### config.mk
export PLATFORM = sky130hd
export DESIGN_NAME = can_id_tag_mask_filter
export DESIGN_NICKNAME = d
export VERILOG_FILES = /design/src/id_filter_pkg.sv /design/src/id_match_if.sv /design/src/id_match.sv /design/src/can_id_tag_mask_filter.sv
export SDC_FILE = /design/constraint.sdc
export NUM_CORES = 1
export LEC_CHECK = 0
export BUFFER_PORTS_ARGS = -buffer_cell sky130_fd_sc_hd__buf_2
export CAP_MARGIN = 30
export CORE_UTILIZATION = 50
export DETAILED_ROUTE_END_ITERATION = 16
export PLACE_DENSITY = 0.71
export SLEW_MARGIN = 0
export SYNTH_ARGS = -nofsm -noshare
export SYNTH_HDL_FRONTEND = slang
export SYNTH_SLANG_ARGS = --single-unit
### constraint.sdc
create_clock -name clk_sys -period 3.3 [get_ports clk_sys]
set_clock_uncertainty 0.2 [all_clocks]
set_input_delay 0.66 -clock clk_sys [delete_from_list [all_inputs] [get_ports clk_sys]]
set_output_delay 0.66 -clock clk_sys [all_outputs]
set_load 0.01 [all_outputs]
### src/id_filter_pkg.sv
// Constants and state layout for the message object tag and mask filter.
// Assumes an 8-bit special-function register bus local to the CPU core.
package id_filter_pkg;

  // ********************************************************************
  // Register offsets
  // ********************************************************************
  localparam logic [7:0] id_tag_reg_one    = 8'hBC;
  localparam logic [7:0] id_tag_reg_two    = 8'hBD;
  localparam logic [7:0] id_tag_reg_three  = 8'hBE;
  localparam logic [7:0] id_tag_reg_four   = 8'hBF;
  localparam logic [7:0] id_mask_reg_one   = 8'hC4;
  localparam logic [7:0] id_mask_reg_two   = 8'hC5;
  localparam logic [7:0] id_mask_reg_three = 8'hC6;
  localparam logic [7:0] id_mask_reg_four  = 8'hC7;

  // ********************************************************************
  // Field positions and readable-bit masks
  // ********************************************************************
  localparam int unsigned remote_request_pos = 2;
  localparam int unsigned reserved_bit1_pos  = 1;
  localparam int unsigned reserved_bit0_pos  = 0;
  localparam int unsigned extension_flag_pos = 0;
  localparam logic [7:0] std_byte2_keep      = 8'hE0;
  localparam logic [7:0] std_byte4_keep      = 8'h05;
  localparam logic [7:0] ext_byte4_keep      = 8'hFF;
  localparam logic [7:0] read_zero           = 8'h00;
  // Extended mask byte three lives outside this block: compare all bits
  localparam logic [7:0] ext_mask_three_fill = 8'hFF;

  // ********************************************************************
  // Reset values (the registers define none; zero keeps state known)
  // ********************************************************************
  localparam logic [7:0] byte_reset = 8'h00;
  localparam logic       flag_reset = 1'b0;

  typedef struct packed {
    logic [7:0]  tag1;
    logic [7:0]  tag2;
    logic [7:0]  tag3;
    logic [7:0]  tag4;
    logic [7:0]  mask1;
    logic [7:0]  mask2;
    logic [7:0]  mask4;
    logic [7:0]  rdata;
    logic [28:0] tx_id;
    logic        tx_rtr;
    logic        tx_rb1;
    logic        tx_rb0;
    logic        hit;
    logic        done;
  } filter_state_t;

endpackage : id_filter_pkg

### src/id_match_if.sv
// Carrier between the filter register file and its acceptance comparator.
// Assumes both ends sit in the same clock domain; the bundle is purely
// combinational.
`timescale 1ns/1ps
`default_nettype none

interface id_match_if;
  logic [28:0] tag_id;
  logic [28:0] mask_id;
  logic        tag_rtr;
  logic        mask_rtr;
  logic        tag_ide;
  logic        mask_ide;
  logic [28:0] rx_id;
  logic        rx_rtr;
  logic        rx_ide;
  logic        hit;

  modport owner (
    output tag_id, mask_id, tag_rtr, mask_rtr, tag_ide, mask_ide,
    output rx_id, rx_rtr, rx_ide,
    input  hit
  );
  modport cmp (
    input  tag_id, mask_id, tag_rtr, mask_rtr, tag_ide, mask_ide,
    input  rx_id, rx_rtr, rx_ide,
    output hit
  );
endinterface : id_match_if

`default_nettype wire

### src/id_match.sv
// Acceptance comparator for one message object.
// Assumes tag and mask arrive already aligned to the identifier width.
`timescale 1ns/1ps
`default_nettype none

module id_match (
  id_match_if.cmp m
);

  logic [28:0] id_diff;
  logic        rtr_diff;
  logic        ide_diff;

  // A clear mask bit forces its comparison true
  always_comb begin
    id_diff  = (m.tag_id ^ m.rx_id) & m.mask_id;
    rtr_diff = (m.tag_rtr ^ m.rx_rtr) & m.mask_rtr;
    ide_diff = (m.tag_ide ^ m.rx_ide) & m.mask_ide;
    m.hit    = (id_diff == 29'h0000000) && !rtr_diff && !ide_diff;
  end

endmodule : id_match

`default_nettype wire

### src/can_id_tag_mask_filter.sv
// Tag and mask registers of one message object, with receive filtering.
// Assumes a single-cycle SFR bus on clk_sys and frames presented by the
// protocol engine as one-cycle strobes.
//
// Operation
// - Extended format tag byte one holds identifier bits 28 to 21.
// - Extended format tag byte two holds identifier bits 20 to 13.
// - Extended format tag byte three holds identifier bits 12 to 5.
// - Extended tag byte four holds id 4 to 0, remote, rb1 and rb0 tags.
// - Standard tag byte four holds only the remote tag and the rb0 tag.
// - Standard mask byte one masks identifier bits 10 to 3.
// - Standard mask byte two masks identifier bits 2 to 0 in bits 7 to 5.
// - Standard mask byte three has no functional bits.
// - Standard mask byte four has the remote mask at 2, extension mask at 0.
// - A zero mask bit forces a pass, a one requires equality.
// - Masks act only on reception; transmission uses raw tag values.
// - Standard tag bytes one and two hold identifier bits 10 to 0.
`timescale 1ns/1ps
`default_nettype none

module can_id_tag_mask_filter (
  input  wire logic        clk_sys,
  input  wire logic        reset,
  input  wire logic        ext_format,
  input  wire logic [7:0]  sfr_addr,
  input  wire logic        sfr_wr,
  input  wire logic        sfr_rd,
  input  wire logic [7:0]  sfr_wdata,
  output logic      [7:0]  sfr_rdata,
  input  wire logic        rx_valid,
  input  wire logic [28:0] rx_id,
  input  wire logic        rx_rtr,
  input  wire logic        rx_ide,
  output logic             rx_done,
  output logic             rx_hit,
  output logic      [28:0] tx_id,
  output logic             tx_rtr,
  output logic             tx_rb1,
  output logic             tx_rb0
);

  // ********************************************************************
  // State
  // ********************************************************************
  id_filter_pkg::filter_state_t st;
  id_filter_pkg::filter_state_t next_st;

  id_match_if mif ();

  id_match u_match (
    .m (mif)
  );

  // ********************************************************************
  // Comparator feed
  // ********************************************************************
  always_comb begin
    if (ext_format) begin
      mif.tag_id  = {st.tag1, st.tag2, st.tag3, st.tag4[7:3]};
      mif.mask_id = {st.mask1, st.mask2,
                     id_filter_pkg::ext_mask_three_fill, st.mask4[7:3]};
      mif.rx_id   = rx_id;
    end else begin
      mif.tag_id  = {18'h00000, st.tag1, st.tag2[7:5]};
      mif.mask_id = {18'h00000, st.mask1, st.mask2[7:5]};
      mif.rx_id   = {18'h00000, rx_id[10:0]};
    end
    mif.tag_rtr  = st.tag4[id_filter_pkg::remote_request_pos];
    mif.mask_rtr = st.mask4[id_filter_pkg::remote_request_pos];
    mif.tag_ide  = ext_format;
    mif.mask_ide = st.mask4[id_filter_pkg::extension_flag_pos];
    mif.rx_rtr   = rx_rtr;
    mif.rx_ide   = rx_ide;
  end

  // ********************************************************************
  // Register file, read mux and outputs
  // ********************************************************************
  always_comb begin
    next_st      = st;
    next_st.done = 1'b0;
    if (sfr_wr) begin
      // Reserved bits are stored as written; software keeps them zero
      unique case (sfr_addr)
        id_filter_pkg::id_tag_reg_one:   next_st.tag1  = sfr_wdata;
        id_filter_pkg::id_tag_reg_two:   next_st.tag2  = sfr_wdata;
        id_filter_pkg::id_tag_reg_three: next_st.tag3  = sfr_wdata;
        id_filter_pkg::id_tag_reg_four:  next_st.tag4  = sfr_wdata;
        id_filter_pkg::id_mask_reg_one:  next_st.mask1 = sfr_wdata;
        id_filter_pkg::id_mask_reg_two:  next_st.mask2 = sfr_wdata;
        id_filter_pkg::id_mask_reg_four: next_st.mask4 = sfr_wdata;
        default:                         next_st.tag1  = st.tag1;
      endcase
    end
    if (sfr_rd) begin
      // Reserved positions read zero so nothing stale leaks to software
      unique case (sfr_addr)
        id_filter_pkg::id_tag_reg_one:
          next_st.rdata = st.tag1;
        id_filter_pkg::id_tag_reg_two:
          next_st.rdata = ext_format ? st.tag2 :
                          (st.tag2 & id_filter_pkg::std_byte2_keep);
        id_filter_pkg::id_tag_reg_three:
          next_st.rdata = ext_format ? st.tag3 : id_filter_pkg::read_zero;
        id_filter_pkg::id_tag_reg_four:
          next_st.rdata = st.tag4 & (ext_format ?
                          id_filter_pkg::ext_byte4_keep :
                          id_filter_pkg::std_byte4_keep);
        id_filter_pkg::id_mask_reg_one:
          next_st.rdata = st.mask1;
        id_filter_pkg::id_mask_reg_two:
          next_st.rdata = st.mask2 & id_filter_pkg::std_byte2_keep;
        id_filter_pkg::id_mask_reg_four:
          next_st.rdata = st.mask4 & id_filter_pkg::std_byte4_keep;
        default:
          next_st.rdata = id_filter_pkg::read_zero;
      endcase
    end
    // Transmit fields bypass the masks entirely
    next_st.tx_id  = mif.tag_id;
    next_st.tx_rtr = st.tag4[id_filter_pkg::remote_request_pos];
    next_st.tx_rb1 = ext_format &
                     st.tag4[id_filter_pkg::reserved_bit1_pos];
    next_st.tx_rb0 = st.tag4[id_filter_pkg::reserved_bit0_pos];
    if (rx_valid) begin
      next_st.hit  = mif.hit;
      next_st.done = 1'b1;
    end
  end

  always_ff @(posedge clk_sys) begin
    if (reset) begin
      st <= '{tag1:   id_filter_pkg::byte_reset,
              tag2:   id_filter_pkg::byte_reset,
              tag3:   id_filter_pkg::byte_reset,
              tag4:   id_filter_pkg::byte_reset,
              mask1:  id_filter_pkg::byte_reset,
              mask2:  id_filter_pkg::byte_reset,
              mask4:  id_filter_pkg::byte_reset,
              rdata:  id_filter_pkg::byte_reset,
              tx_id:  29'h00000000,
              tx_rtr: id_filter_pkg::flag_reset,
              tx_rb1: id_filter_pkg::flag_reset,
              tx_rb0: id_filter_pkg::flag_reset,
              hit:    id_filter_pkg::flag_reset,
              done:   id_filter_pkg::flag_reset};
    end else begin
      st <= next_st;
    end
  end

  assign sfr_rdata = st.rdata;
  assign rx_done   = st.done;
  assign rx_hit    = st.hit;
  assign tx_id     = st.tx_id;
  assign tx_rtr    = st.tx_rtr;
  assign tx_rb1    = st.tx_rb1;
  assign tx_rb0    = st.tx_rb0;

  // ********************************************************************
  // Checks
  // ********************************************************************
  AST_EXT_TX_ID: assert property (@(posedge clk_sys) disable iff (reset)
    ext_format && !sfr_wr ##1 ext_format && !sfr_wr
    |=> tx_id == {$past(st.tag1), $past(st.tag2), $past(st.tag3),
                  $past(st.tag4[7:3])})
    else $error("extended transmit identifier does not follow tag bytes");

  AST_EXT_TAG3_READ: assert property (@(posedge clk_sys) disable iff (reset)
    sfr_wr && sfr_addr == id_filter_pkg::id_tag_reg_three
    ##1 sfr_rd && !sfr_wr && ext_format
        && sfr_addr == id_filter_pkg::id_tag_reg_three
    |=> sfr_rdata == $past(sfr_wdata, 2))
    else $error("tag byte three does not read back in extended format");

  AST_STD_TX_ID: assert property (@(posedge clk_sys) disable iff (reset)
    !ext_format && !sfr_wr
    |=> tx_id[10:0] == {$past(st.tag1), $past(st.tag2[7:5])}
        && tx_id[28:11] == 18'h00000)
    else $error("standard transmit identifier wrong");

  AST_STD_TAG4_READ: assert property (@(posedge clk_sys) disable iff (reset)
    sfr_rd && !ext_format && sfr_addr == id_filter_pkg::id_tag_reg_four
    |=> sfr_rdata[7:3] == 5'h00 && sfr_rdata[1] == 1'b0)
    else $error("reserved bits of standard tag byte four read nonzero");

  AST_MASK1_READ: assert property (@(posedge clk_sys) disable iff (reset)
    sfr_wr && sfr_addr == id_filter_pkg::id_mask_reg_one
    ##1 sfr_rd && !sfr_wr && sfr_addr == id_filter_pkg::id_mask_reg_one
    |=> sfr_rdata == $past(sfr_wdata, 2))
    else $error("mask byte one does not read back");

  AST_MASK2_READ: assert property (@(posedge clk_sys) disable iff (reset)
    sfr_rd && sfr_addr == id_filter_pkg::id_mask_reg_two
    |=> sfr_rdata[4:0] == 5'h00)
    else $error("reserved bits of mask byte two read nonzero");

  AST_MASK3_READ: assert property (@(posedge clk_sys) disable iff (reset)
    sfr_rd && sfr_addr == id_filter_pkg::id_mask_reg_three
    |=> sfr_rdata == 8'h00)
    else $error("mask byte three reads nonzero");

  AST_MASK4_READ: assert property (@(posedge clk_sys) disable iff (reset)
    sfr_wr && sfr_addr == id_filter_pkg::id_mask_reg_four
    ##1 sfr_rd && !sfr_wr && sfr_addr == id_filter_pkg::id_mask_reg_four
    |=> sfr_rdata == ($past(sfr_wdata, 2) & id_filter_pkg::std_byte4_keep))
    else $error("mask byte four read back wrong");

  AST_ZERO_MASK_PASS: assert property (@(posedge clk_sys) disable iff (reset)
    rx_valid && mif.mask_id == 29'h00000000 && !mif.mask_rtr
    && !mif.mask_ide
    |=> rx_done && rx_hit)
    else $error("all-clear mask did not accept the frame");

  AST_EXACT_HIT: assert property (@(posedge clk_sys) disable iff (reset)
    !sfr_wr ##1 !sfr_wr ##1 rx_valid && !sfr_wr && rx_id == tx_id
    && rx_rtr == tx_rtr && rx_ide == ext_format && $stable(ext_format)
    |=> rx_done && rx_hit)
    else $error("frame equal to the tags was not accepted");

  AST_RTR_MISS: assert property (@(posedge clk_sys) disable iff (reset)
    rx_valid && mif.mask_rtr && (rx_rtr != mif.tag_rtr)
    |=> rx_done && !rx_hit)
    else $error("enabled remote-request mismatch was accepted");

  AST_DONE_PULSE: assert property (@(posedge clk_sys) disable iff (reset)
    rx_done |-> $past(rx_valid))
    else $error("receive done without a frame strobe");

endmodule : can_id_tag_mask_filter

`default_nettype wire

# [After elaboration in Yosys (flattened, before gate mapping)]
# Index checks and enable logic that the tools add are counted.
[totals] inputBits=53 latchBits=0 rom_bits=0 reg_bits=98 output_inout_bits=42 ramBits=0 word_cells=49 mem_count=0
[classes] addsub=0 n_bitwise=8 n_shift=0 n_lt_le_gt_ge=0 mux=8 div_mod_pow=0 multipliers=0 n_eq_ne=7 reduce_logical=12
[op_table] cell="29-bit 2-to-1 mux" n=3
[op_table] cell="8-bit equality test (second input constant)" n=7
[op_table] cell="8-bit one-hot mux with 7 select lines" n=1
[op_table] cell="29-bit bitwise AND" n=1
[op_table] cell="29-bit zero test" n=1
[op_table] cell="29-bit bitwise XOR" n=1
[op_table] cell="8-bit 2-to-1 mux" n=2
[op_table] cell="2-bit AND reduction" n=7
[op_table] cell="8-bit bitwise AND" n=1
[op_table] cell="5-bit 2-to-1 mux" n=1
[op_table] cell="1-bit bitwise AND" n=3
[op_table] cell="1-bit logical AND" n=2
[op_table] cell="1-bit zero test" n=2
[op_table] cell="1-bit bitwise XOR" n=2
[op_table] cell="1-bit 2-to-1 mux" n=1

# [Logic depth before layout (Yosys ltp)]
# Gate-level depths: netlist (run 1).
[depth] word_depth=6 depth_mapped=7 depth_no_buf=5

# [Hierarchy]
# Synthesis (run 1) repeated with hierarchy kept, for this count alone.
[unflattened] cells_unflattened=533 area_unflattened_um2=5041.1
[by_module_without_submodules] module="can_id_tag_mask_filter" instances=1 cells_each=483 seq_area_each_um2=1941.9 area_per_inst_um2=4618.2
[by_module_without_submodules] module="id_match" instances=1 cells_each=50 seq_area_each_um2=0.0 area_per_inst_um2=422.9

# [Worst setup path before layout (run 1)]
# OpenSTA, ideal clock, no wires.
[synth_timing] path_type="input to register" from="in sfr_addr[5]" to="reg st, in the netlist sfr_rdata[6]" n_path_buf=1 t_arrival_ns=1.810 required_time_ns=3.031 setup_slack_ns=1.221 path_stages=6 setup_ns=0.069 path_cell_list="nand4b_4 > nor3_4 > a21oi_2 > or3b_1 > buf_6 > o21ai_1"
[synth_via] elab_chain_cells=2 word_cells_on_any_way=8 classes_between="7 x eq/ne; 1 x mux"
[synth_lines] item="start, declared" line_no="can_id_tag_mask_filter.sv:25" text="input wire logic [7:0] sfr_addr,"
[synth_lines] item="8-bit equality test" line_no="can_id_tag_mask_filter.sv:97" text="unique case (sfr_addr)"
[synth_lines] item="8-bit one-hot mux with 7 select lines *" line_no="can_id_tag_mask_filter.sv:97"
[synth_lines] item="end signal, assigned" line_no="can_id_tag_mask_filter.sv:133" text="st <= '{tag1: id_filter_pkg::byte_reset,"
[synth_lines] item="end signal, assigned" line_no="can_id_tag_mask_filter.sv:148" text="st <= next_st;"
[synth_lines] item="end, declared" line_no="can_id_tag_mask_filter.sv:45" text="id_filter_pkg::filter_state_t st;"
# Every way passes the cells marked *; elsewhere a longest branch is shown, timed or not.
# A chain may end at the register's enable or synchronous reset.

# [Worst setup path after layout (run 1)]
[layout_timing] from="in sfr_addr[1]" to="reg st[60] (netlist bit)"
[layout_via] elab_chain_cells=2
[layout_lines] item="8-bit equality test" line_no="can_id_tag_mask_filter.sv:84" text="unique case (sfr_addr)"
[layout_lines] item="2-bit AND reduction (no line)"
# No other way between the ends.

==> results of run 1 <==
power groups by stage:
stage          sequential [uW]  combinational [uW]  clock (uW)
2_1_floorplan             1200                71.7           0
3_3_place_gp              1200                 147           0
3_5_place_dp              1200                 147           0
4_1_cts                   1170                 147         861
5_1_grt                   1170                 159         896
6_report                  1170                 149         846
layer usage:
| layer | GRT usage | part of all wire | vias to the layer above |
|---|---|---|---|
| met5 | 0 | 0 | - |
| met4 | 0.0909 | 0.017 | 0 |
| met3 | 0.0394 | 0.046 | 18 |
| met2 | 0.440 | 0.46 | 110 |
| met1 | 0.376 | 0.47 | 1741 |
| li1 | - | - | 1724 |
cells in the mapped netlist, drive strengths merged, types with 3 or more instances:
library cell,instances
nand4,3
a22o,11
a221oi,10
nand3,24
mux2i,50
xnor2,8
nor2,54
clkbuf,12
buf,46
a21oi,17
mux2,8
dfxtp,97
and2,20
nand2,33
o21ai,9
and4,3
xor2,34
a22oi,8
nor2b,7
per-stage QoR:
stage               total power, uW  utilization  hold WS, ns  cells
floorplan                      1270            -        0.230    476
global placement               1350        0.552        0.237    626
detailed placement             1350        0.552        0.240    626
CTS                            2180        0.577        0.259    642
global route                   2230        0.577        0.291    642
finish                         2170        0.577        0.256    642
path summary, 6_finish.rpt:
path | slack [ns] | cells after the start | startpoint | end
setup reg to reg | 1.41 | 5 | st[90] | rx_hit
setup / recovery | 1.05 | 6 | sfr_addr[1] | st[60]
hold reg to reg | 0.26 | 2 | sfr_rdata[1] | sfr_rdata[1]
hold / removal | 0.26 | 2 | sfr_rdata[1] | sfr_rdata[1]
worst max-delay path, delay by kind of cell:
kind,cells,cell delay [ns]
simple gates,4,1.36
buf+inv,1,0.21
compound gates,1,0.07
placed cells by master, fill, tap and decap left out, drive strengths merged, types with 2 or more instances in the layout:
cell type	count
xnor2	8
buf	100
a21boi	2
o21ai	9
nor2	54
nand4b	2
nand2	33
and4	3
dfxtp	97
a221oi	10
xor2	34
nand3	24
a211oi	2
clkinv	2
mux2i	50
nor2b	7
mux2	8
inv	4
clkbuf	9
a22oi	8
a22o	11
nor3	2
nand4	3
a21oi	17
a222oi	2
and3	2
and2	20
flip-flops by register name (all words and copies together), names as in the netlist:
| register | count |
|---|---|
| st | 51 |
| tx_id | 29 |
| sfr_rdata | 8 |
| mif.mask_ide | 1 |
| mif.mask_rtr | 1 |
| mif.tag_rtr | 1 |
| next_st | 1 |
| rx_done | 1 |
| rx_hit | 1 |
| tx_rb0 | 1 |
| tx_rb1 | 1 |
| tx_rtr | 1 |
cell families after synthesis:
logic type,count (synthesis),share of synthesized area
buf+inv,59,0.0831
simple gates,154,0.181
xor+xnor,42,0.0801
compound gates,66,0.104
flops,97,0.423
mux,58,0.129
cell type report:
| type | instances | area [um^2] | share of cell area |
|---|---|---|---|
| multi-input combinational | 320 | 2270 | 0.446 |
| clock buffer | 9 | 124 | 0.0244 |
| inverter | 1 | 3.75 | 0.000738 |
| clock inverter | 7 | 96.3 | 0.0189 |
| tap | 108 | 135 | 0.0266 |
| sequential | 97 | 1940 | 0.382 |
| timing repair buffer | 100 | 515 | 0.101 |
==> metrics.txt, run 1 <==
status=finished with violations; failing checks=design-rule violations; Worst Path Max Fanout=16; combinational share of power=0.069; drt drc=16; GR Overflow Total=0; Crit. End Element=flop; total CTS buffers=9; DP Worst Slack=0.678 ns; worst-path cell with the longest stage delay=nor4b_4; Worst-Skew Late Latency=0.38 ns; CP max stage delay=0.62 ns; CP cell instances=buf_2, nor2_1, nor4b_4, nand2_1, nand2_1, a21oi_1; CORE AREA=8810 um^2; Worst VDD drop=251 uV; CTS Buffer Depth=2; main area contributors after synthesis=dfxtp_1 (42%), mux2i_1 (11%), xor2_1 (6.5%); vias in the first global route=3476; worst path arrival time=2.30 ns; area of the mapped netlist=4590 um^2; antenna violations before repair=0; Slew @ Worst Pin=0.712 ns; setup bufs post-CTS=0; setup TNS=0 ns; FP Rows=34; CTS tree=done; DP Wirelength=9410 um; gr usage total=0.273; asr flop ratio synth=0; Post-synth EDFFs=0; detailed-route wire length per cell=19.7 um; Synth warnings=0; Placement Cell Area=4860 um^2; Total Wirelength=12700 um; max_cap viols=0; CP required=3.35 ns; cells after synthesis=476; routability cong.=0.958; # IOs=95; Pwr Density=427 nW/um^2; switching share of total power=0.263; critical path launch point type=input port; Synth top area share=0.423; Reg power frac=0.541; final setup violating endpoints=0; most frequent CP cell=nand2_1; die extent in y=97.8 um; ant diodes=0; Post-CTS Resized=0; max-slew violation count=0; final period utilization=0.681; ys flop type=dfxtp_1; Hold Buf Count CTS=0; Sink Count=97; f_max=0.445 GHz; worst hold path class=reg -> reg; Slew headroom=0.525; Via density=5.60; register area share after synthesis=0.423; cell leakage power=0.00244 uW; starting DRC count in detailed routing=233; Pre-antenna DRT Iters=11; final layout net count=582; Int Pwr=1600 uW; RSZ-0062 raised after global routing=no; share of layout cells above drive strength 1=0.262; Setup WS post-layout=1.05 ns; clock root buffer=clkbuf_8; area leader, netlist=dfxtp_1; Area Growth Syn to Fin=10.7%; fillcell total=825; min Tclk post-route=2.25 ns; post-synthesis net count=529; DRT antenna net count=0; Die Footprint=9570 um^2; Syn Area/Cell=9.65 um^2; IO Port Bufs=94; htree depth=3; Clk pwr share=0.390; first-pass GRT wire length=19700 um; post-route cell area=5080 um^2; post-synthesis cell type count=49; pin count of the biggest net entering global routing=39; Clock Pin Slew Worst Setup and Hold Paths=0.10 ns; critical path class=in -> reg; Die Wd=97.8 um; final hold vios=0; via count=3593; #FFs+latches synth=97; NetSw=571 uW; initial core utilization=0.521
Note: power is estimated with default switching activity, not from simulation.
==> run 2, diff against run 1 <==
- CORE_UTILIZATION: 50 -> 49
- PLACE_DENSITY: 0.71 -> 0.72
- clock period: 3.3 -> 1.9 ns (I/O delays scaled with it)
==> run 2 against run 1 <==
The run now ends clean; largest cell class unchanged; via count is 5.8% higher; critical path type is now reg -> reg; global-route usage is 0.37 points lower; register-to-register slack worse by 1.4 ns; clock-buffer cell count stayed put; non-clock buffer count is 37 higher; final cell count is 5.8% higher; power is 74% higher; sequential power is 74% higher; setup slack worse by 1.0 ns.
==> metrics.txt, run 2 (synthesized netlist as in run 1, its figures left out) <==
status=finished, final reports clean (was finished with violations); CTS tree=done (unchanged); Post-CTS Resized=0 (unchanged); Worst Hold End=rx_done (was sfr_rdata[1]); Via density=5.60 (about the same); FP Rows=34 (unchanged); R2R setup slack=0.007 ns (was 1.41 ns); vias in the first global route=3512 (was 3476); GR Overflow Total=0 (unchanged); CP cell instances=xor2_1, a22o_1, nor3_1, a31oi_1, o31ai_1 (was buf_2, nor2_1, nor4b_4, nand2_1, nand2_1, a21oi_1); Hold Buf Count CTS=0 (unchanged); Final Core Density=0.606 (was 0.577); final hold vios=0 (unchanged); Slew headroom=0.660 (was 0.525); worst path arrival time=1.97 ns (was 2.30 ns); CTS Buffer Depth=2 (unchanged); clock root buffer=clkbuf_8 (unchanged); IO Port Bufs=94 (unchanged); ant diodes=0 (unchanged); Clock Pin Slew Worst Setup and Hold Paths=0.10 ns (about the same); detailed-route wire length per cell=19.1 um (was 19.7 um); first-pass GRT wire length=19400 um (was 19700 um); CP max stage delay=0.51 ns (was 0.62 ns); area of the multi-input gates=2280 um^2 (was 2270 um^2); Pwr Density=701 nW/um^2 (was 427 nW/um^2); critical path class=reg -> reg (was in -> reg); reg2reg path depth=5 (unchanged); drt drc=0 (was 16); routability cong.=1.02 (was 0.958); worst-path cell with the longest stage delay=dfxtp_1 (was nor4b_4); final setup violating endpoints=0 (unchanged); initial core utilization=0.516 (was 0.521); WHS Path Cells=2 (unchanged); max_cap viols=0 (unchanged); pin count of the biggest net entering global routing=34 (was 39); final period utilization=0.996; share of layout cells above drive strength 1=0.317 (was 0.262); Total Wirelength=12900 um (was 12700 um); # IOs=95 (unchanged); beginning of the worst hold path=rx_valid (was sfr_rdata[1]); Worst Path Max Fanout=6 (was 16); cell family with most CP delay=compound AO/OA/AOI/OAI gates (was simple AND/OR/NAND/NOR gates); Worst-Skew Late Latency=0.37 ns (was 0.38 ns); fillcell total=774 (was 825); max-slew violation count=0 (unchanged); largest register by flop count=st (unchanged); Worst VDD drop=311 uV (was 251 uV); max reg flops=51 (unchanged); htree depth=3 (unchanged); DP Wirelength=9790 um (was 9410 um); Pre-antenna DRT Iters=5 (was 11); Sink Count=97 (unchanged); total CTS buffers=9 (unchanged); worst path bufs/invs=0 (was 1); cell leakage power=0.00263 uW (was 0.00244 uW); via count=3800 (was 3593); Die Footprint=9760 um^2 (was 9570 um^2); die extent in y=98.8 um (was 97.8 um); worst flop-to-flop path startpoint=st[94] (was st[90]); min Tclk post-route=1.89 ns; gr usage total=0.269 (was 0.273); most frequent cells in the layout=dfxtp_1 (95), buf_2 (94), nor2_1 (53) (was dfxtp_1 (97), buf_2 (94), nor2_1 (53)); starting DRC count in detailed routing=267 (was 233); DRT antenna net count=0 (unchanged); setup bufs post-CTS=0 (unchanged); f_max=0.528 GHz; CP required=1.98 ns (was 3.35 ns); final layout net count=619 (was 582); CORE AREA=8890 um^2 (was 8810 um^2); antenna violations before repair=0 (unchanged); setup TNS=0 ns (unchanged); area occupied by registers=1950 um^2 (was 1940 um^2); worst hold path class=in -> reg (was reg -> reg); Crit. End Element=flop (unchanged); most common cell after layout, fill and taps aside=dfxtp_1 (unchanged); critical path launch point type=flop (was input port); Slew @ Worst Pin=0.508 ns (was 0.712 ns); Area Growth Syn to Fin=17.3% (was 10.7%); reg2reg end=rx_hit (unchanged); Die Wd=98.8 um (was 97.8 um)
==> run 2: changes by cell type in the layout (fill, tap and decap cells not counted) <==
cell / before / now
buf_4: 6 / 42
a21boi_0: 2 / 1
dfxtp_4: 0 / 1
xor2_1: 34 / 33
inv_8: 3 / 2
dfxtp_2: 0 / 1
a21boi_2: 0 / 1
buf_12: 0 / 1
xor2_2: 0 / 1
clkinv_2: 0 / 1
dfxtp_1: 97 / 95
==> run 2: report_power, final <==
| part | internal [uW] | switching [uW] |
|---|---|---|
| Combinational | 118 | 178 |
| Sequential | 2030 | 3.38 |
| Clock | 638 | 803 |
==> run 2: how the worst max path moves through the flow <==
stage           startpoint           end  slack [ns]  cells after the start
4_1_cts             st[97]        rx_hit        0.04                      5
6_report            st[94]        rx_hit       0.007                      5
2_1_floorplan  sfr_addr[5]  sfr_rdata[6]        0.10                      6
3_3_place_gp    ext_format     tx_id[13]       -0.20                      3
5_1_grt             st[72]        rx_hit       -0.02                      6
3_5_place_dp   sfr_addr[6]  sfr_rdata[1]       -0.13                      7
==> run 2: cell type report <==
type,count,share of cell area
Sequential cell,97,0.362
Multi-Input combinational cell,320,0.423
Clock inverter,7,0.0167
Clock buffer,9,0.0230
Timing Repair Buffer,137,0.150
Inverter,1,0.000697
Tap cell,108,0.0251
==> run 2: per-layer routing <==
layer / share of wire / track usage
met1: 0.44 / 0.373
met2: 0.46 / 0.427
met3: 0.071 / 0.0418
met4: 0.020 / 0.0884
met5: 0.0029 / 0.0308
==> run 2: worst reg2reg max path, cell delays in order, from the launching register on <==
cell     delay, ns
dfxtp_1       0.51
xor2_1        0.14
a22o_1        0.26
nor3_1        0.30
a31oi_1       0.17
o31ai_1       0.23
==> run 2: metrics by stage <==
step | setup slack (ns) | total power, uW | hold slack (ns) | instances | instance area (um^2)
6_report | 0.00729 | 3770 | 0.114 | 679 | 5390
5_1_grt | -0.0153 | 3880 | 0.102 | 679 | 5390
4_1_cts | 0.0384 | 3780 | 0.108 | 679 | 5370
3_5_place_dp | -0.133 | 2370 | 0.245 | 663 | 5150
3_3_place_gp | -0.200 | 2370 | 0.236 | 662 | 5150
2_1_floorplan | 0.101 | 2210 | 0.230 | 476 | 4590
